===== config.mk =====
export PLATFORM = sky130hd
export DESIGN_NAME = srs_top
export DESIGN_NICKNAME = d
export VERILOG_FILES = /design/src/inc/srs_pkg.sv /design/src/srs_debounce.sv /design/src/srs_mop.sv /design/src/srs_top.sv
export VERILOG_INCLUDE_DIRS = /design/src /design/src/inc
export SDC_FILE = /design/constraint.sdc
export NUM_CORES = 1
export LEC_CHECK = 0
export BUFFER_PORTS_ARGS = -buffer_cell sky130_fd_sc_hd__buf_2
export CAP_MARGIN = 10
export CORE_MARGIN = 5
export CORE_UTILIZATION = 45
export DETAILED_ROUTE_END_ITERATION = 7
export SKIP_LAST_GASP = 1
export SLEW_MARGIN = 20
export SYNTH_ARGS = -nofsm -noshare
export SYNTH_HDL_FRONTEND = slang
export SYNTH_HIERARCHICAL = 1
export SYNTH_SLANG_ARGS = --single-unit

===== constraint.sdc =====
create_clock -name clk_sys_i -period 5.6 [get_ports clk_sys_i]
set_input_delay 0.56 -clock clk_sys_i [delete_from_list [all_inputs] [get_ports clk_sys_i]]
set_output_delay 0.56 -clock clk_sys_i [all_outputs]
set_load 0.02 [all_outputs]

===== src/inc/srs_cfg.svh =====
// Timing, reset and scaling constants of the speed reference selector
`ifndef SRS_CFG_SVH
`define SRS_CFG_SVH

// ********************************************
// Clock and times
// ********************************************
`define SRS_CLK_HZ          40000000
`define SRS_CLK_KHZ         40000
`define SRS_AM_CONFIRM_MS   3000
`define SRS_DEBOUNCE_MS     10
`define SRS_MOP_STEP_MS     10

// ********************************************
// Widths and reset values
// ********************************************
`define SRS_LVL_W           10
`define SRS_MOP_RST         10'h000
`define SRS_MOP_MIN         10'h000
`define SRS_MOP_MAX         10'h3FF
`define SRS_AOUT_OFS        10'h0CD
`define SRS_AOUT_FS         10'h3FF

`endif


===== src/inc/srs_pkg.sv =====
// Types shared by the speed reference selector files
package srs_pkg;

  // ********************************************
  // Select input functions
  // ********************************************
  typedef enum logic [2:0] {
    SRS_FN_NONE    = 3'h0,
    SRS_FN_VOLTS   = 3'h1,
    SRS_FN_CURRENT = 3'h2,
    SRS_FN_PRESET  = 3'h3,
    SRS_FN_DOWN    = 3'h4,
    SRS_FN_UP      = 3'h5,
    SRS_FN_REVERSE = 3'h6
  } srs_sel_fn_t;

  typedef enum logic [1:0] {
    SRS_AM_OFF        = 2'h0,
    SRS_AM_LOCAL_ONLY = 2'h1,
    SRS_AM_SPEED      = 2'h2
  } srs_am_mode_t;

  typedef enum logic [2:0] {
    SRS_SRC_KEYPAD  = 3'h0,
    SRS_SRC_VOLTS   = 3'h1,
    SRS_SRC_CURRENT = 3'h2,
    SRS_SRC_SP1     = 3'h3,
    SRS_SRC_SP2     = 3'h4,
    SRS_SRC_SP3     = 3'h5,
    SRS_SRC_SP4     = 3'h6
  } srs_src_t;

  typedef enum logic [2:0] {
    SRS_IND_OFF     = 3'h0,
    SRS_IND_RUN     = 3'h1,
    SRS_IND_AUTO    = 3'h2,
    SRS_IND_REVERSE = 3'h3,
    SRS_IND_REMOTE  = 3'h4,
    SRS_IND_FOLLOW  = 3'h5,
    SRS_IND_STOPPED = 3'h6
  } srs_ind_t;

  typedef enum logic [1:0] {
    SRS_AMS_IDLE = 2'b01,
    SRS_AMS_PEND = 2'b10
  } srs_am_state_t;

  // ********************************************
  // Carriers
  // ********************************************
  typedef struct packed {
    logic run_stop;
    logic start;
    logic sel_a;
    logic sel_b;
    logic sel_c;
  } srs_contacts_t;

  typedef struct packed {
    srs_sel_fn_t fn_a;
    srs_sel_fn_t fn_b;
    srs_sel_fn_t fn_c;
  } srs_sel_cfg_t;

  typedef struct packed {
    logic running;
    logic reverse;
    logic auto_state;
    logic follow_auto;
    logic remote;
    logic mop_active;
  } srs_status_t;

endpackage


===== src/srs_debounce.sv =====
// Three-stage synchroniser and debounce filter for one contact input
`timescale 1ns/10ps
module srs_debounce #(
  parameter int DEB_CYC = 400000
) (
  input  wire logic clk_sys_i,
  input  wire logic nrst_i,
  input  wire logic raw_i,
  output logic      level_o
);
  localparam int CW = $clog2(DEB_CYC + 1);

  initial
  begin
    if (DEB_CYC < 1)
      $error("srs_debounce: DEB_CYC must be at least 1");
  end

  logic          s1_r;
  logic          s2_r;
  logic          s3_r;
  logic          lvl_r;
  logic [CW-1:0] cnt_r;
  wire  logic    agree = (s2_r == s3_r);
  wire  logic    done  = (cnt_r == CW'(DEB_CYC - 1));

  // ********************************************
  // Sync chain; a level must hold DEB_CYC cycles
  // ********************************************
  always_ff @(posedge clk_sys_i)
  begin
    if (!nrst_i)
    begin
      s1_r  <= 1'b0;
      s2_r  <= 1'b0;
      s3_r  <= 1'b0;
      lvl_r <= 1'b0;
      cnt_r <= '0;
    end
    else
    begin
      s1_r <= raw_i;
      s2_r <= s1_r;
      s3_r <= s2_r;
      if (!agree || (s3_r == lvl_r))
        cnt_r <= '0;
      else if (done)
      begin
        lvl_r <= s3_r;
        cnt_r <= '0;
      end
      else
        cnt_r <= cnt_r + CW'(1);
    end
  end

  assign level_o = lvl_r;
endmodule


===== src/srs_mop.sv =====
// Contact driven raise/lower speed setpoint
`timescale 1ns/10ps
`include "srs_cfg.svh"
module srs_mop #(
  parameter int STEP_CYC = 400000
) (
  input  wire logic                  clk_sys_i,
  input  wire logic                  nrst_i,
  input  wire logic                  down_i,
  input  wire logic                  up_i,
  output logic [`SRS_LVL_W-1:0]      setpoint_o,
  output logic                       active_o
);
  localparam int CW = $clog2(STEP_CYC + 1);

  initial
  begin
    if (STEP_CYC < 1)
      $error("srs_mop: STEP_CYC must be at least 1");
  end

  logic [CW-1:0]         pre_r;
  logic [`SRS_LVL_W-1:0] sp_r;
  wire  logic            tick   = (pre_r == CW'(STEP_CYC - 1));
  wire  logic            at_min = (sp_r <= `SRS_MOP_MIN);
  wire  logic            at_max = (sp_r >= `SRS_MOP_MAX);

  // ********************************************
  // Step the setpoint while a contact is closed
  // ********************************************
  // Lowering wins when both are closed, so a stuck raise cannot run away
  always_ff @(posedge clk_sys_i)
  begin
    if (!nrst_i)
    begin
      pre_r <= '0;
      sp_r  <= `SRS_MOP_RST;
    end
    else
    begin
      pre_r <= (tick || !(down_i || up_i)) ? '0 : pre_r + CW'(1);
      if (tick && down_i && !at_min)
        sp_r <= sp_r - `SRS_LVL_W'(1);
      else if (tick && up_i && !down_i && !at_max)
        sp_r <= sp_r + `SRS_LVL_W'(1);
    end
  end

  assign setpoint_o = sp_r;
  assign active_o   = down_i || up_i;
endmodule


===== src/srs_top.sv =====
// Speed reference selector: source choice, start/stop, status and analog outputs
`timescale 1ns/10ps
`include "srs_cfg.svh"
module srs_top #(
  parameter int DEB_CYC  = (`SRS_CLK_KHZ * `SRS_DEBOUNCE_MS),
  parameter int AM_CYC   = (`SRS_CLK_KHZ * `SRS_AM_CONFIRM_MS),
  parameter int STEP_CYC = (`SRS_CLK_KHZ * `SRS_MOP_STEP_MS)
) (
  input  wire logic                  clk_sys_i,
  input  wire logic                  nrst_i,
  input  wire srs_pkg::srs_contacts_t contacts_i,
  input  wire srs_pkg::srs_sel_cfg_t sel_cfg_i,
  input  wire srs_pkg::srs_am_mode_t am_mode_i,
  input  wire logic                  remote_i,
  input  wire logic                  three_wire_i,
  input  wire logic                  am_key_i,
  input  wire logic                  enter_key_i,
  input  wire logic                  kp_start_i,
  input  wire logic                  kp_stop_i,
  input  wire logic [`SRS_LVL_W-1:0] freq_level_i,
  input  wire logic [`SRS_LVL_W-1:0] load_level_i,
  input  wire logic                  freq_ofs_span_i,
  input  wire logic                  load_ofs_span_i,
  input  wire srs_pkg::srs_ind_t     relay_fn_i,
  input  wire srs_pkg::srs_ind_t     coll1_fn_i,
  input  wire srs_pkg::srs_ind_t     coll2_fn_i,
  output srs_pkg::srs_src_t          ref_src_o,
  output logic [`SRS_LVL_W-1:0]      mop_setpoint_o,
  output srs_pkg::srs_status_t       status_o,
  output logic [`SRS_LVL_W-1:0]      frequency_analog_out_o,
  output logic [`SRS_LVL_W-1:0]      load_analog_out_o,
  output logic                       relay_contact_one_o,
  output logic                       relay_contact_two_o,
  output logic                       collector_status_out_1_o,
  output logic                       collector_status_out_2_o
);
  localparam int W   = `SRS_LVL_W;
  localparam int AMW = $clog2(AM_CYC + 1);
  initial
  begin
    if (AM_CYC < 2)
      $error("srs_top: AM_CYC must be at least 2");
    if (W < 4)
      $error("srs_top: level width too small");
  end

  // ********************************************
  // Contact inputs
  // ********************************************
  srs_pkg::srs_contacts_t lvl;
  logic [4:0]             raw_vec;
  logic [4:0]             lvl_vec;
  assign raw_vec = contacts_i;
  assign lvl     = srs_pkg::srs_contacts_t'(lvl_vec);
  // One filter per contact, each closure read as a high level
  genvar gi;
  generate
    for (gi = 0; gi < 5; gi++)
    begin : g_deb
      srs_debounce #(
        .DEB_CYC (DEB_CYC)
      ) u_deb (
        .clk_sys_i (clk_sys_i),
        .nrst_i    (nrst_i),
        .raw_i     (raw_vec[gi]),
        .level_o   (lvl_vec[gi])
      );
    end
  endgenerate

  // ********************************************
  // Select input decoding
  // ********************************************
  function automatic logic fn_is_ref(input srs_pkg::srs_sel_fn_t fn);
    fn_is_ref = (fn == srs_pkg::SRS_FN_VOLTS) || (fn == srs_pkg::SRS_FN_CURRENT) ||
                (fn == srs_pkg::SRS_FN_PRESET);
  endfunction
  // Preset number is fixed by the terminal letter
  function automatic srs_pkg::srs_src_t fn_src(input srs_pkg::srs_sel_fn_t fn,
                                               input srs_pkg::srs_src_t preset);
    case (fn)
      srs_pkg::SRS_FN_VOLTS:   fn_src = srs_pkg::SRS_SRC_VOLTS;
      srs_pkg::SRS_FN_CURRENT: fn_src = srs_pkg::SRS_SRC_CURRENT;
      srs_pkg::SRS_FN_PRESET:  fn_src = preset;
      default:                 fn_src = srs_pkg::SRS_SRC_KEYPAD;
    endcase
  endfunction

  wire logic ref_a  = lvl.sel_a && fn_is_ref(sel_cfg_i.fn_a);
  wire logic ref_b  = lvl.sel_b && fn_is_ref(sel_cfg_i.fn_b);
  wire logic ref_c  = lvl.sel_c && fn_is_ref(sel_cfg_i.fn_c);
  wire logic pre_a  = ref_a && (sel_cfg_i.fn_a == srs_pkg::SRS_FN_PRESET);
  wire logic pre_b  = ref_b && (sel_cfg_i.fn_b == srs_pkg::SRS_FN_PRESET);
  wire logic pre_c  = ref_c && (sel_cfg_i.fn_c == srs_pkg::SRS_FN_PRESET);
  wire logic ref_any = ref_a || ref_b || ref_c;
  wire srs_pkg::srs_src_t src_a = fn_src(sel_cfg_i.fn_a, srs_pkg::SRS_SRC_SP1);
  wire srs_pkg::srs_src_t src_b = fn_src(sel_cfg_i.fn_b, srs_pkg::SRS_SRC_SP2);
  wire srs_pkg::srs_src_t src_c = fn_src(sel_cfg_i.fn_c, srs_pkg::SRS_SRC_SP3);
  // Two closed presets and no other closed reference input count as the fourth preset
  wire logic [1:0] n_ref   = {1'b0, ref_a} + {1'b0, ref_b} + {1'b0, ref_c};
  wire logic [1:0] n_pre   = {1'b0, pre_a} + {1'b0, pre_b} + {1'b0, pre_c};
  wire logic       pre_four = (n_ref == 2'h2) && (n_pre == 2'h2);
  wire srs_pkg::srs_src_t auto_src =
    pre_four ? srs_pkg::SRS_SRC_SP4 :
    ref_c    ? src_c :
    ref_b    ? src_b :
    ref_a    ? src_a : srs_pkg::SRS_SRC_KEYPAD;
  wire logic down_cmd = lvl.sel_a && (sel_cfg_i.fn_a == srs_pkg::SRS_FN_DOWN);
  wire logic up_cmd   = lvl.sel_b && (sel_cfg_i.fn_b == srs_pkg::SRS_FN_UP);
  wire logic rev_cmd  = lvl.sel_c && (sel_cfg_i.fn_c == srs_pkg::SRS_FN_REVERSE);

  // ********************************************
  // Start / stop
  // ********************************************
  logic start_q_r;
  logic rev_q_r;
  logic run_r;
  logic rev_r;
  logic run_nxt;
  logic rev_nxt;
  wire logic start_rise = lvl.start && !start_q_r;
  wire logic rev_rise   = rev_cmd && !rev_q_r;
  // Start and select terminals steer the run state only in remote; the keypad keys and the run/stop loop in local
  always_comb
  begin
    run_nxt = run_r;
    rev_nxt = rev_r;
    if (remote_i)
    begin
      if (!three_wire_i)
      begin
        run_nxt = lvl.run_stop && (lvl.start || rev_cmd);
        if (run_nxt && !run_r)
          rev_nxt = rev_cmd && !lvl.start;
      end
      else if (!lvl.run_stop)
        run_nxt = 1'b0;
      else if (start_rise)
      begin
        run_nxt = 1'b1;
        rev_nxt = 1'b0;
      end
      else if (rev_rise)
      begin
        run_nxt = 1'b1;
        rev_nxt = 1'b1;
      end
    end
    else
    begin
      // Keypad start still needs the run/stop loop closed
      if (kp_stop_i || !lvl.run_stop)
        run_nxt = 1'b0;
      else if (kp_start_i)
      begin
        run_nxt = 1'b1;
        rev_nxt = 1'b0;
      end
    end
  end

  always_ff @(posedge clk_sys_i)
  begin
    if (!nrst_i)
    begin
      start_q_r <= 1'b0;
      rev_q_r   <= 1'b0;
      run_r     <= 1'b0;
      rev_r     <= 1'b0;
    end
    else
    begin
      start_q_r <= lvl.start;
      rev_q_r   <= rev_cmd;
      run_r     <= run_nxt;
      rev_r     <= rev_nxt;
    end
  end

  // ********************************************
  // Auto / manual keypad toggle with confirm window
  // ********************************************
  srs_pkg::srs_am_state_t am_st_r;
  srs_pkg::srs_am_state_t am_st_nxt;
  logic [AMW-1:0]         am_tmr_r;
  logic [AMW-1:0]         am_tmr_nxt;
  logic                   am_auto_r;
  logic                   am_auto_nxt;
  // Speed setting enables the key in both modes, local-only setting in local only
  wire logic key_en =
    (am_mode_i == srs_pkg::SRS_AM_SPEED) ||
    (!remote_i && (am_mode_i == srs_pkg::SRS_AM_LOCAL_ONLY));
  always_comb
  begin
    am_st_nxt   = am_st_r;
    am_tmr_nxt  = am_tmr_r;
    am_auto_nxt = am_auto_r;
    case (am_st_r)
      srs_pkg::SRS_AMS_IDLE:
      begin
        if (key_en && am_key_i)
        begin
          am_st_nxt  = srs_pkg::SRS_AMS_PEND;
          am_tmr_nxt = AMW'(AM_CYC - 1);
        end
      end
      srs_pkg::SRS_AMS_PEND:
      begin
        // A missed window or a lost key enable drops the pending change
        if (!key_en || (am_tmr_r == '0))
          am_st_nxt = srs_pkg::SRS_AMS_IDLE;
        else if (enter_key_i)
        begin
          am_st_nxt   = srs_pkg::SRS_AMS_IDLE;
          am_auto_nxt = !am_auto_r;
        end
        else
          am_tmr_nxt = am_tmr_r - AMW'(1);
      end
      default:
      begin
        am_st_nxt  = srs_pkg::SRS_AMS_IDLE;
        am_tmr_nxt = '0;
      end
    endcase
  end

  always_ff @(posedge clk_sys_i)
  begin
    if (!nrst_i)
    begin
      am_st_r   <= srs_pkg::SRS_AMS_IDLE;
      am_tmr_r  <= '0;
      am_auto_r <= 1'b0;
    end
    else
    begin
      am_st_r   <= am_st_nxt;
      am_tmr_r  <= am_tmr_nxt;
      am_auto_r <= am_auto_nxt;
    end
  end

  // ********************************************
  // Speed source
  // ********************************************
  // Without the key, remote auto state simply mirrors a closed reference input
  wire logic auto_state =
    key_en   ? am_auto_r :
    remote_i ? ref_any : 1'b0;
  // Auto with nothing closed stays auto but runs on keypad speed
  wire logic follow_auto = auto_state && ref_any;
  wire srs_pkg::srs_src_t src_nxt =
    follow_auto ? auto_src : srs_pkg::SRS_SRC_KEYPAD;

  // ********************************************
  // Raise / lower setpoint
  // ********************************************
  wire logic mop_active;
  srs_mop #(
    .STEP_CYC (STEP_CYC)
  ) u_mop (
    .clk_sys_i  (clk_sys_i),
    .nrst_i     (nrst_i),
    .down_i     (down_cmd),
    .up_i       (up_cmd && run_r),
    .setpoint_o (mop_setpoint_o),
    .active_o   (mop_active)
  );

  // ********************************************
  // Status and indication selection
  // ********************************************
  srs_pkg::srs_status_t st_nxt;
  assign st_nxt.running     = run_r;
  assign st_nxt.reverse     = rev_r;
  assign st_nxt.auto_state  = auto_state;
  assign st_nxt.follow_auto = follow_auto;
  assign st_nxt.remote      = remote_i;
  assign st_nxt.mop_active  = mop_active;

  function automatic logic ind_pick(input srs_pkg::srs_ind_t sel,
                                    input srs_pkg::srs_status_t st);
    case (sel)
      srs_pkg::SRS_IND_RUN:     ind_pick = st.running;
      srs_pkg::SRS_IND_AUTO:    ind_pick = st.auto_state;
      srs_pkg::SRS_IND_REVERSE: ind_pick = st.reverse;
      srs_pkg::SRS_IND_REMOTE:  ind_pick = st.remote;
      srs_pkg::SRS_IND_FOLLOW:  ind_pick = st.follow_auto;
      srs_pkg::SRS_IND_STOPPED: ind_pick = !st.running;
      default:                  ind_pick = 1'b0;
    endcase
  endfunction

  wire logic relay_nxt = ind_pick(relay_fn_i, st_nxt);
  wire logic coll1_nxt = ind_pick(coll1_fn_i, st_nxt);
  wire logic coll2_nxt = ind_pick(coll2_fn_i, st_nxt);

  // ********************************************
  // Analog outputs
  // ********************************************
  // Offset span maps full input range onto offset..one code below full scale; truncation
  // loses under one code, which is below the converter's own error
  localparam logic [W-1:0] SPAN = `SRS_AOUT_FS - `SRS_AOUT_OFS;

  wire logic [2*W-1:0] f_prod = freq_level_i * SPAN;
  wire logic [2*W-1:0] l_prod = load_level_i * SPAN;
  wire logic [W-1:0]   f_ofs  = `SRS_AOUT_OFS + f_prod[2*W-1:W];
  wire logic [W-1:0]   l_ofs  = `SRS_AOUT_OFS + l_prod[2*W-1:W];
  wire logic [W-1:0]   f_nxt  = freq_ofs_span_i ? f_ofs : freq_level_i;
  wire logic [W-1:0]   l_nxt  = load_ofs_span_i ? l_ofs : load_level_i;

  // ********************************************
  // Output registers
  // ********************************************
  always_ff @(posedge clk_sys_i)
  begin
    if (!nrst_i)
    begin
      ref_src_o                <= srs_pkg::SRS_SRC_KEYPAD;
      status_o                 <= '0;
      frequency_analog_out_o   <= '0;
      load_analog_out_o        <= '0;
      relay_contact_one_o      <= 1'b0;
      relay_contact_two_o      <= 1'b1;
      collector_status_out_1_o <= 1'b0;
      collector_status_out_2_o <= 1'b0;
    end
    else
    begin
      ref_src_o                <= src_nxt;
      status_o                 <= st_nxt;
      frequency_analog_out_o   <= f_nxt;
      load_analog_out_o        <= l_nxt;
      relay_contact_one_o      <= relay_nxt;
      relay_contact_two_o      <= !relay_nxt;
      collector_status_out_1_o <= coll1_nxt;
      collector_status_out_2_o <= coll2_nxt;
    end
  end
endmodule

Yosys cells after proc, flatten, opt, wreduce, memory -nomap -nowiden

Index checks and enable logic that the tools add are counted.

Input bits: 55
Output and inout port bits: 43
Logic and storage cells: 257
Flip-flop bits (word level): 211

Reduce and logical (&&, ||, !) cells: 83
Multiply operators: 2
Equal/unequal tests: 61
Bitwise operators: 8
Add/subtract/negate cells: 15
Mux-type cells: 38
$lt $le $gt $ge: 2

Operator list:

| operator                                           | count |
|---|---|
| adder 19 x 1 -> 19 bit, second input constant      | 6 |
| == test 19 bit, second input constant              | 6 |
| 2-to-1 mux 27 bit                                  | 3 |
| one-hot mux 27 bit (2 select lines)                | 1 |
| 2-to-1 mux 10 bit                                  | 4 |
| multiplier 10 x 9 -> 19 bit, second input constant | 2 |
| == test 3 x 2 -> 1 bit, second input constant      | 12 |
| == test 3 bit, second input constant               | 12 |
| logical NOT 27 bit                                 | 1 |
| subtractor 27 x 1 -> 27 bit, second input constant | 1 |
| logical AND 1 bit                                  | 24 |
| adder 8 x 10 -> 10 bit, first input constant       | 2 |
| logical OR 1 bit                                   | 19 |
| == test 3 x 1 -> 1 bit, second input constant      | 6 |
| logical NOT 1 bit                                  | 18 |
| one-hot mux 1 bit (6 select lines)                 | 3 |
| one-hot mux 3 bit (3 select lines)                 | 2 |
| OR reduction 3 bit                                 | 6 |
| 2-to-1 mux 1 bit                                   | 16 |
| AND reduction 2 bit                                | 8 |
| 2-to-1 mux 3 bit                                   | 4 |
| adder 10 x 1 -> 10 bit, second input constant      | 1 |
| == test 1 bit                                      | 10 |
| >= comparator 10 bit, second input constant        | 1 |
| other kinds (21)                                   | 41 |

Logic depth before layout (Yosys ltp)

Gate-level depths: netlist (run 1).

Depth in word-level cells: 11
Depth in mapped cells: 19
Depth with buffers taken out: 19

Modules after synthesis

The synthesis (run 1) kept the hierarchy.

Modules (own cells, without submodules):

| module       | instances | area each (um2) | cells an instance | sequential area each (um2) |
|---|---|---|---|---|
| srs_top      | 1         | 6,486.2         | 776               | 1,341.3 |
| srs_debounce | 5         | 1,021.0         | 116               | 460.4 |
| srs_mop      | 1         | 1,631.6         | 188               | 580.6 |

Worst setup path before layout (run 1)

No wires, ideal clock.

Path type: in2reg
Start: input freq_level_i[6]
End: register frequency_analog_out_o[7]
Stages on the path: 16
Data required time: 5.479 ns
Setup time: 0.121 ns
Arrival: 4.475 ns
Slack: 1.003 ns
Buffers on the path: 0
Path through: ha_1 > fa_1 > inv_1 > fa_1 > fa_1 > inv_1 > ha_1 > nand3_1 > a21o_1 > a31oi_1 > xor2_1 > o311a_1 > mux2_2 > a21oi_1 > xor2_1 > o21ai_0

Word-level cells in the longest chain between the ends: 3

RTL lines:

| item                             | line           | text |
|---|---|---|
| start: declaration               | srs_top.sv:20  | `` input wire logic [`SRS_LVL_W-1:0] freq_level_i, `` |
| multiplier 10 x 9 -> 19 bit      | srs_top.sv:306 | `wire logic [2*W-1:0] f_prod = freq_level_i * SPAN;` |
| adder 8 x 10 -> 10 bit (no line) | n/a            |  |
| 2-to-1 mux 10 bit                | srs_top.sv:310 | `wire logic [W-1:0] f_nxt = freq_ofs_span_i ? f_ofs : freq_level_i;` |
| end signal: assignment           | srs_top.sv:333 | `frequency_analog_out_o <= f_nxt;` |
| end: declaration                 | srs_top.sv:30  | `` output logic [`SRS_LVL_W-1:0] frequency_analog_out_o, `` |

Every way passes these cells.
A chain may end at the register's enable or synchronous reset.

Worst setup path after layout (run 1)

Start: input load_level_i[1]
End: register load_analog_out_o[9]

Word-level cells in the longest chain between the ends: 3

RTL lines:

| item                             | line           | text |
|---|---|---|
| start: declaration               | srs_top.sv:21  | `` input wire logic [`SRS_LVL_W-1:0] load_level_i, `` |
| multiplier 10 x 9 -> 19 bit      | srs_top.sv:307 | `wire logic [2*W-1:0] l_prod = load_level_i * SPAN;` |
| adder 8 x 10 -> 10 bit (no line) | n/a            |  |
| 2-to-1 mux 10 bit                | srs_top.sv:311 | `wire logic [W-1:0] l_nxt = load_ofs_span_i ? l_ofs : load_level_i;` |
| end signal: assignment           | srs_top.sv:334 | `load_analog_out_o <= l_nxt;` |
| end: declaration                 | srs_top.sv:31  | `` output logic [`SRS_LVL_W-1:0] load_analog_out_o, `` |

Every way passes these cells.

==> summary.md, run 1 <==
| Metric | Value |
|---|---|
| Die area | 32910 um2 |
| Starting Density | 0.4582 |
| Sequential cell area fraction in the yosys report | 0.3195 |
| Num CTS Buffers | 26 |
| Met3 GRT Util | 0.02341 |
| Worst hold slack | 0.2171 ns |
| Maximum clock path buffer count | 3 |
| Final hold violations | 0 |
| Non-filler instance count after layout | 2042 |
| CP required | 6.03 ns |
| Hold Crit Class | in -> reg |
| Part of the power in registers | 0.291 |
| Cells after Synth | 1544 |
| Area share of the largest cell type after synthesis | 0.3195 |
| Post-Synth Adder-Cell Area | 0.1616 |
| Routability cong. | 0.8454 |
| Pins Over Slew Limit | 0 |
| Area Growth Syn to Fin | 13.62% |
| Worst vdd ir | 0.2052 mV |
| Largest family of logic cells by synthesized area | simple AND/OR/NAND/NOR gates |
| Fin crit share | 0.8228 |
| Status | finished, final reports clean |
| Dpl cells | 1994 |
| CTS tree | yes |
| # IOs | 98 |
| DR pass1 iterations | 5 |
| Vias in the first global route | 10.31k |
| Synth warnings | 6 |
| Share of layout cells above drive strength 1 | 0.1267 |
| Final setup TNS | 0 ns |
| Fillers | 2781 |
| Most numerous cell on the critical path | ha_1 |
| Antenna violations before repair | 0 |
| Leading cell types by count after synthesis | dfxtp_1, nor2_1, ha_1 |
| Ys flop type | dfxtp_1 |
| CP Class | in -> reg |
| CP Buf/Inv Count | 3 |
| P_sw | 0.002226 W |
| Synthesized Nets | 1750 |
| GRT overflow | 0 |
| Syn_area_per_cell | 8.564 um2 |
| Post-CTS Hold Buffers | 0 |
| Compound-Gate Fraction of Synth Area | 0.1117 |
| Met2 Use GR | 0.2820 |
| # DRC | 0 |
| CP delay by family, top | adder cells |
| Busiest layer in global routing | met2 |
| Worst slack at placement | 0.4675 ns |
| NumNets Final | 1844 |
| Leak Pwr | 6.023 nW |
| Max frequency | 217.0 MHz |
| Fin worst setup slack | 0.9922 ns |
| Max FO, Critical Path | 6 |
| Largest net degree at the start of global routing | 39 |
| GR met1 Demand/Resource | 0.2379 |
| Max Clock Skew | 0.02252 ns |
| Via count | 10.83k |
| Core Region | 28860 um2 |
| Avg WL per Cell | 14.05 um |
| # rows | 62 |
| Power per cell area | 400.0 nW/um2 |
| Int Power | 0.003783 W |
| Die height | 181.4 um |
| Unrepaired setup endpoints after global routing | no |
| Clk Latency, worst-skew pair | 0.54 ns |
| Synth async-reset ratio | 0 |
| Buffers on Ports | 97 |
| Max-cap violations | 0 |
| CTS Root Cell | clkbuf_16 |
| Clk pwr share | 0.305 |
| Clock H-tree levels | 1 |
| Via/cell ratio | 5.302 |
| Dpl hpwl | 21410 um |
| Postcts setup bufs | 0 |
| Simple-Gate Fraction of Synth Area | 0.2539 |
| Diode count | 0 |
| DRT antenna net count | 0 |
| Wirelength, routed | 28680 um |
| Worst-margin pin slew | 0.9411 ns |
| XOR/XNOR Fraction of Synth Area | 0.08478 |
| Final setup viols | 0 |
| Top cell type by total area after synthesis | dfxtp_1 |
| Synthesized cell area | 13220 um2 |
| Max-slew headroom | 0.3678 |
| Combinational power share | 0.404 |
| CP startpoint kind | input port |
| Most frequent cell after synthesis | dfxtp_1 |
| Mux share of post-synthesis cell area | 0.02470 |
| Crit path cell chain | buf_2 > ha_1 > xor2_1 > ha_1 > fa_1 > inv_1 > fa_1 > inv_1 > ha_1 > o21ai_0 > nand2b_1 > a31oi_1 > mux2i_1 > a21oi_1 > nor2_1 > nor2_1 > or3_1 > and2_1 > a311oi_1 |
| Wire length of the first global-routing pass | 48850 um |
| Most area-consuming cells after synthesis | dfxtp_1, ha_1, xnor2_1 |
| Fin crit period | 4.608 ns |
| DRT iter0 DRCs | 588 |
| EDFF count, synth | 0 |
| Crit path DAT | 5.03 ns |
| CTS Sinks | 211 |
| CTS resizes | 0 |
| Register area | 4224 um2 |
| Unique masters post-synth | 80 |
| GRT Util Overall | 0.1693 |
| Switching Share | 0.3704 |
| Worst-path clk slew | 0.06 ns |
| Synth Register Bits | 211 |
| Multi-input logic area | 8418 um2 |
| Die width | 181.4 um |
| Slowest stage delay, CP | 0.54 ns |
| CP max-delay cell | fa_1 |
| CP endpoint kind | register |
[placed cells by master (no fill, tap or decap), types with 31 or more instances in the layout]
cell,synthesis,final
buf_2,2,97
o21ai_0,58,58
and2_1,31,31
dfxtp_1,211,211
inv_1,110,110
a21oi_1,82,82
nand3_1,78,78
nand4_1,32,32
nor2_1,170,170
nand2_1,110,110
xor2_1,48,48
nor3_1,52,52
fa_1,33,33
xnor2_1,80,80
ha_1,118,118
[power groups by stage]
stage               clock, W  sequential [W]  combinational, W
finish               0.00183         0.00175           0.00243
global route         0.00195         0.00177           0.00272
CTS                  0.00188         0.00175           0.00244
detailed placement         0         0.00178           0.00242
global placement           0         0.00178           0.00243
floorplan                  0         0.00183           0.00182
[sequential cells by signal, summed over array words and instances (netlist names), 5 cells and up]
| name | flops |
|---|---|
| am_tmr_r | 27 |
| frequency_analog_out_o | 10 |
| g_deb.u_deb/cnt_r | 95 |
| g_deb.u_deb/level_o | 5 |
| g_deb.u_deb/s1_r | 5 |
| g_deb.u_deb/s2_r | 5 |
| g_deb.u_deb/s3_r | 5 |
| load_analog_out_o | 10 |
| status_o | 6 |
| u_mop/pre_r | 19 |
| u_mop/setpoint_o | 10 |
[routing by layer]
metal	vias up	share of wire
met4	0	0.011
met1	5049	0.50
met3	24	0.035
li1	5614	-
met5	-	0
met2	140	0.46
[path summary, 6_finish.rpt]
| path | startpoint | end | slack (ns) | cells past startpoint |
|---|---|---|---|---|
| min reg2reg | g_deb[2].u_deb/s1_r | g_deb[2].u_deb/s2_r | 0.43 | 1 |
| min | contacts_i[0] | g_deb[0].u_deb/s1_r | 0.22 | 2 |
| max | load_level_i[1] | load_analog_out_o[9] | 0.99 | 19 |
| max reg2reg | g_deb[2].u_deb/level_o | u_mop/setpoint_o[9] | 2.10 | 11 |
[stage by stage]
stage	total power, W	cell area [um2]	util
final	0.006009	15020	0.5206
after global routing	0.006448	15020	0.5206
after CTS	0.006078	15020	0.5206
after detailed placement	0.004205	14060	0.4872
after global placement	0.004204	14060	0.4872
after floorplan	0.003653	13220	-
[final cells by class]
cell class / instances / share of cell area
multi-input combinational: 1187 / 0.5603
sequential: 211 / 0.2812
clock buffer: 30 / 0.04697
timing repair buffer: 102 / 0.03481
tap: 384 / 0.03198
inverter: 110 / 0.02748
clock inverter: 18 / 0.01724
[kinds of logic after synthesis]
family / Yosys count
AO/OA/AOI/OAI: 236
flip-flops: 211
XOR/XNOR: 128
multiplexers: 32
AND/OR/NAND/NOR: 640
adder cells (fa/ha/maj): 151
buffers and inverters: 146
(Power assumes the default switching activity.)
==> run 2, diff against run 1 <==
==> constraint.sdc (replaced) <==
create_clock -name clk_sys_i -period 4 [get_ports clk_sys_i]
set_input_delay 0.4 -clock clk_sys_i [delete_from_list [all_inputs] [get_ports clk_sys_i]]
set_output_delay 0.4 -clock clk_sys_i [all_outputs]
set_load 0.02 [all_outputs]
==> run 2 against run 1 <==
Net effect: sequential power increased by 40%; combinational power increased by 85%; die area unchanged; sequential share of layout area decreased by 2.0 points; design area increased by 7.7%; global-route usage increased by 1.2 points; largest cell class unchanged; clock power increased by 30%; flip-flop and latch count unchanged; critical endpoint unchanged; count of clock-buffer cells in the layout increased by 3; cell count increased by 4.6%; routed wire length increased by 7.4%; non-clock buffer count increased by 100.
==> summary.md, run 2 (synthesis gave the netlist of run 1 again) <==
| Metric | Value |
|---|---|
| Status | finished, final reports clean |
| Routability cong. | 0.8297 (-1.9%) |
| CP required | 4.43 ns (-1.60 ns) |
| Commonest non-fill, non-tap cell in the layout | dfxtp_1 |
| Starting Density | 0.4582 (unchanged) |
| GR met1 Demand/Resource | 0.2438 (+0.005827) |
| CTS Sinks | 211 (unchanged) |
| DR pass1 iterations | 5 (unchanged) |
| CP Class | in -> reg |
| NumNets Final | 1942 (+5.3%) |
| Power per cell area | 576.6 nW/um2 (+44%) |
| Largest reg by FF count | g_deb.u_deb/cnt_r |
| Max-cap violations | 0 (unchanged) |
| Worst vdd ir | 0.3563 mV (+74%) |
| Fin worst setup slack | 0.1266 ns (-0.8656 ns) |
| Avg WL per Cell | 14.42 um (+2.6%) |
| # IOs | 98 (unchanged) |
| DRT antenna net count | 0 (unchanged) |
| Antenna violations before repair | 0 (unchanged) |
| Leading cell types in the layout, fill and taps excluded | dfxtp_1, nor2_1, nand2_1 |
| Final hold violations | 0 (unchanged) |
| Worst-margin pin slew | 0.8127 ns (-0.1284 ns) |
| R2r setup slk | 0.83 ns (-1.27 ns) |
| Fin crit share | 0.9684 |
| CTS tree | yes |
| Leak Pwr | 6.524 nW (+8.3%) |
| Core Region | 28860 um2 (unchanged) |
| Die height | 181.4 um (unchanged) |
| # rows | 62 (unchanged) |
| Fillers | 2725 (-2.0%) |
| Register area | 4224 um2 (unchanged) |
| GRT Util Overall | 0.1811 (+0.01185) |
| Die area | 32910 um2 (unchanged) |
| CP endpoint kind | register |
| Registers with the most flip-flops | g_deb.u_deb/cnt_r (95), am_tmr_r (27), u_mop/pre_r (19) |
| Dpl cells | 2089 (+4.8%) |
| Vias in the first global route | 10.82k (+5.0%) |
| Unrepaired setup endpoints after global routing | yes |
| Hold Crit Class | in -> reg |
| Max FO, Critical Path | 5 (-1) |
| Clock H-tree levels | 1 (unchanged) |
| Wirelength, routed | 30800 um (+7.4%) |
| Clk Latency, worst-skew pair | 0.54 ns (about the same) |
| Worst slack at placement | -0.5167 ns (-0.9843 ns) |
| Pins Over Slew Limit | 0 (unchanged) |
| Met3 GRT Util | 0.02361 (+0.0002001) |
| Worst-path clk slew | 0.06 ns (about the same) |
| Wire length of the first global-routing pass | 51370 um (+5.2%) |
| DRT iter0 DRCs | 540 (-8.2%) |
| Dpl hpwl | 23380 um (+9.2%) |
| Final setup viols | 0 (unchanged) |
| CP max-delay cell | fa_1 |
| Post-CTS Hold Buffers | 0 (unchanged) |
| Crit path DAT | 4.31 ns (-0.72 ns) |
| Die width | 181.4 um (unchanged) |
| Multi-input logic area | 8879 um2 (+5.5%) |
| Largest net degree at the start of global routing | 35 (-10%) |
| CP Buf/Inv Count | 3 (unchanged) |
| Buffers on Ports | 97 (unchanged) |
| CTS Root Cell | clkbuf_16 |
| GRT overflow | 0 (unchanged) |
| # DRC | 0 (unchanged) |
| Max FFs per register | 95 (unchanged) |
| Share of layout cells above drive strength 1 | 0.2049 (+0.07825) |
| Met2 Use GR | 0.3145 (+0.03254) |
| CP startpoint kind | input port |
| Slowest stage delay, CP | 0.56 ns (+0.02 ns) |
| CP delay by family, top | adder cells |
| Area Growth Syn to Fin | 22.31% |
| Crit path cell chain | buf_2 > inv_1 > ha_1 > inv_1 > fa_1 > fa_1 > ha_1 > ha_4 > and2_1 > and4_4 > o21ba_4 > or3_4 > a2bb2oi_4 > nor2_2 > or3_1 > a31oi_1 > a311oi_1 |
| Maximum clock path buffer count | 3 (unchanged) |
| Num CTS Buffers | 24 (-7.7%) |
| Non-filler instance count after layout | 2136 (+4.6%) |
| Max-slew headroom | 0.4566 (+0.08884) |
| Max Clock Skew | 0.03071 ns (+0.008185 ns) |
| Via count | 11.29k (+4.3%) |
| Max frequency | 258.2 MHz |
| Final setup TNS | 0 ns (unchanged) |
| Fin crit period | 3.873 ns |
| Diode count | 0 (unchanged) |
| Busiest layer in global routing | met2 |
| Via/cell ratio | 5.287 (-0.29%) |
run 2: worst register-to-register path, cell delays in order (launching register included):
cell and delay [ns]:
dfxtp_1 0.35, or4_4 0.56, o41ai_4 0.36, nor4_1 0.08
buf_4 0.19, ha_1 0.36, a21oi_1 0.22, a31oi_1 0.14
a221oi_1 0.36, mux2i_1 0.27, mux2i_1 0.19
run 2: final cells by class:
class / instances / area share
Clock buffer: 33 / 0.04294
Sequential cell: 211 / 0.2612
Timing Repair Buffer: 202 / 0.08092
Tap cell: 384 / 0.02971
Inverter: 110 / 0.02553
Multi-Input combinational cell: 1187 / 0.5490
Clock inverter: 9 / 0.01075
run 2: where the power goes:
group          leakage, nW  switching, W  internal (W)  total [W]
combinational         4.39       0.00235       0.00215    0.00450
sequential            1.71      0.000147       0.00231    0.00245
clock                0.426      0.000894       0.00147    0.00237
run 2: path summary, 6_finish.rpt:
| kind | cells past startpoint | end | startpoint |
|---|---|---|---|
| setup / recovery | 17 | load_analog_out_o[9] | load_level_i[8] |
| hold / removal | 2 | g_deb[2].u_deb/s1_r | contacts_i[2] |
| setup reg to reg | 10 | u_mop/setpoint_o[9] | u_mop/setpoint_o[5] |
| hold reg to reg | 1 | g_deb[0].u_deb/s2_r | g_deb[0].u_deb/s1_r |
run 2: timing repair:
item | in CTS | in global routing
setup endpoints to repair | 0 | 10
gates resized for setup | 0 | 52
setup buffers | 0 | 6
run 2: metal layers:
| layer | share of wire | up-vias |
|---|---|---|
| li1 | - | 5783 |
| met1 | 0.47 | 5335 |
| met2 | 0.48 | 141 |
| met3 | 0.033 | 34 |
| met4 | 0.013 | 0 |
| met5 | 0 | - |
run 2: per-stage QoR:
stage	hold WS [ns]	cell area [um2]	total power, W	util
2_1_floorplan	0.4118	13450	0.005318	-
3_3_place_gp	0.4150	15000	0.006665	0.5198
3_5_place_dp	0.4233	15000	0.006707	0.5198
4_1_cts	0.04139	15870	0.009133	0.5499
5_1_grt	0.05088	16170	0.01001	0.5604
6_report	0.06516	16170	0.009325	0.5604
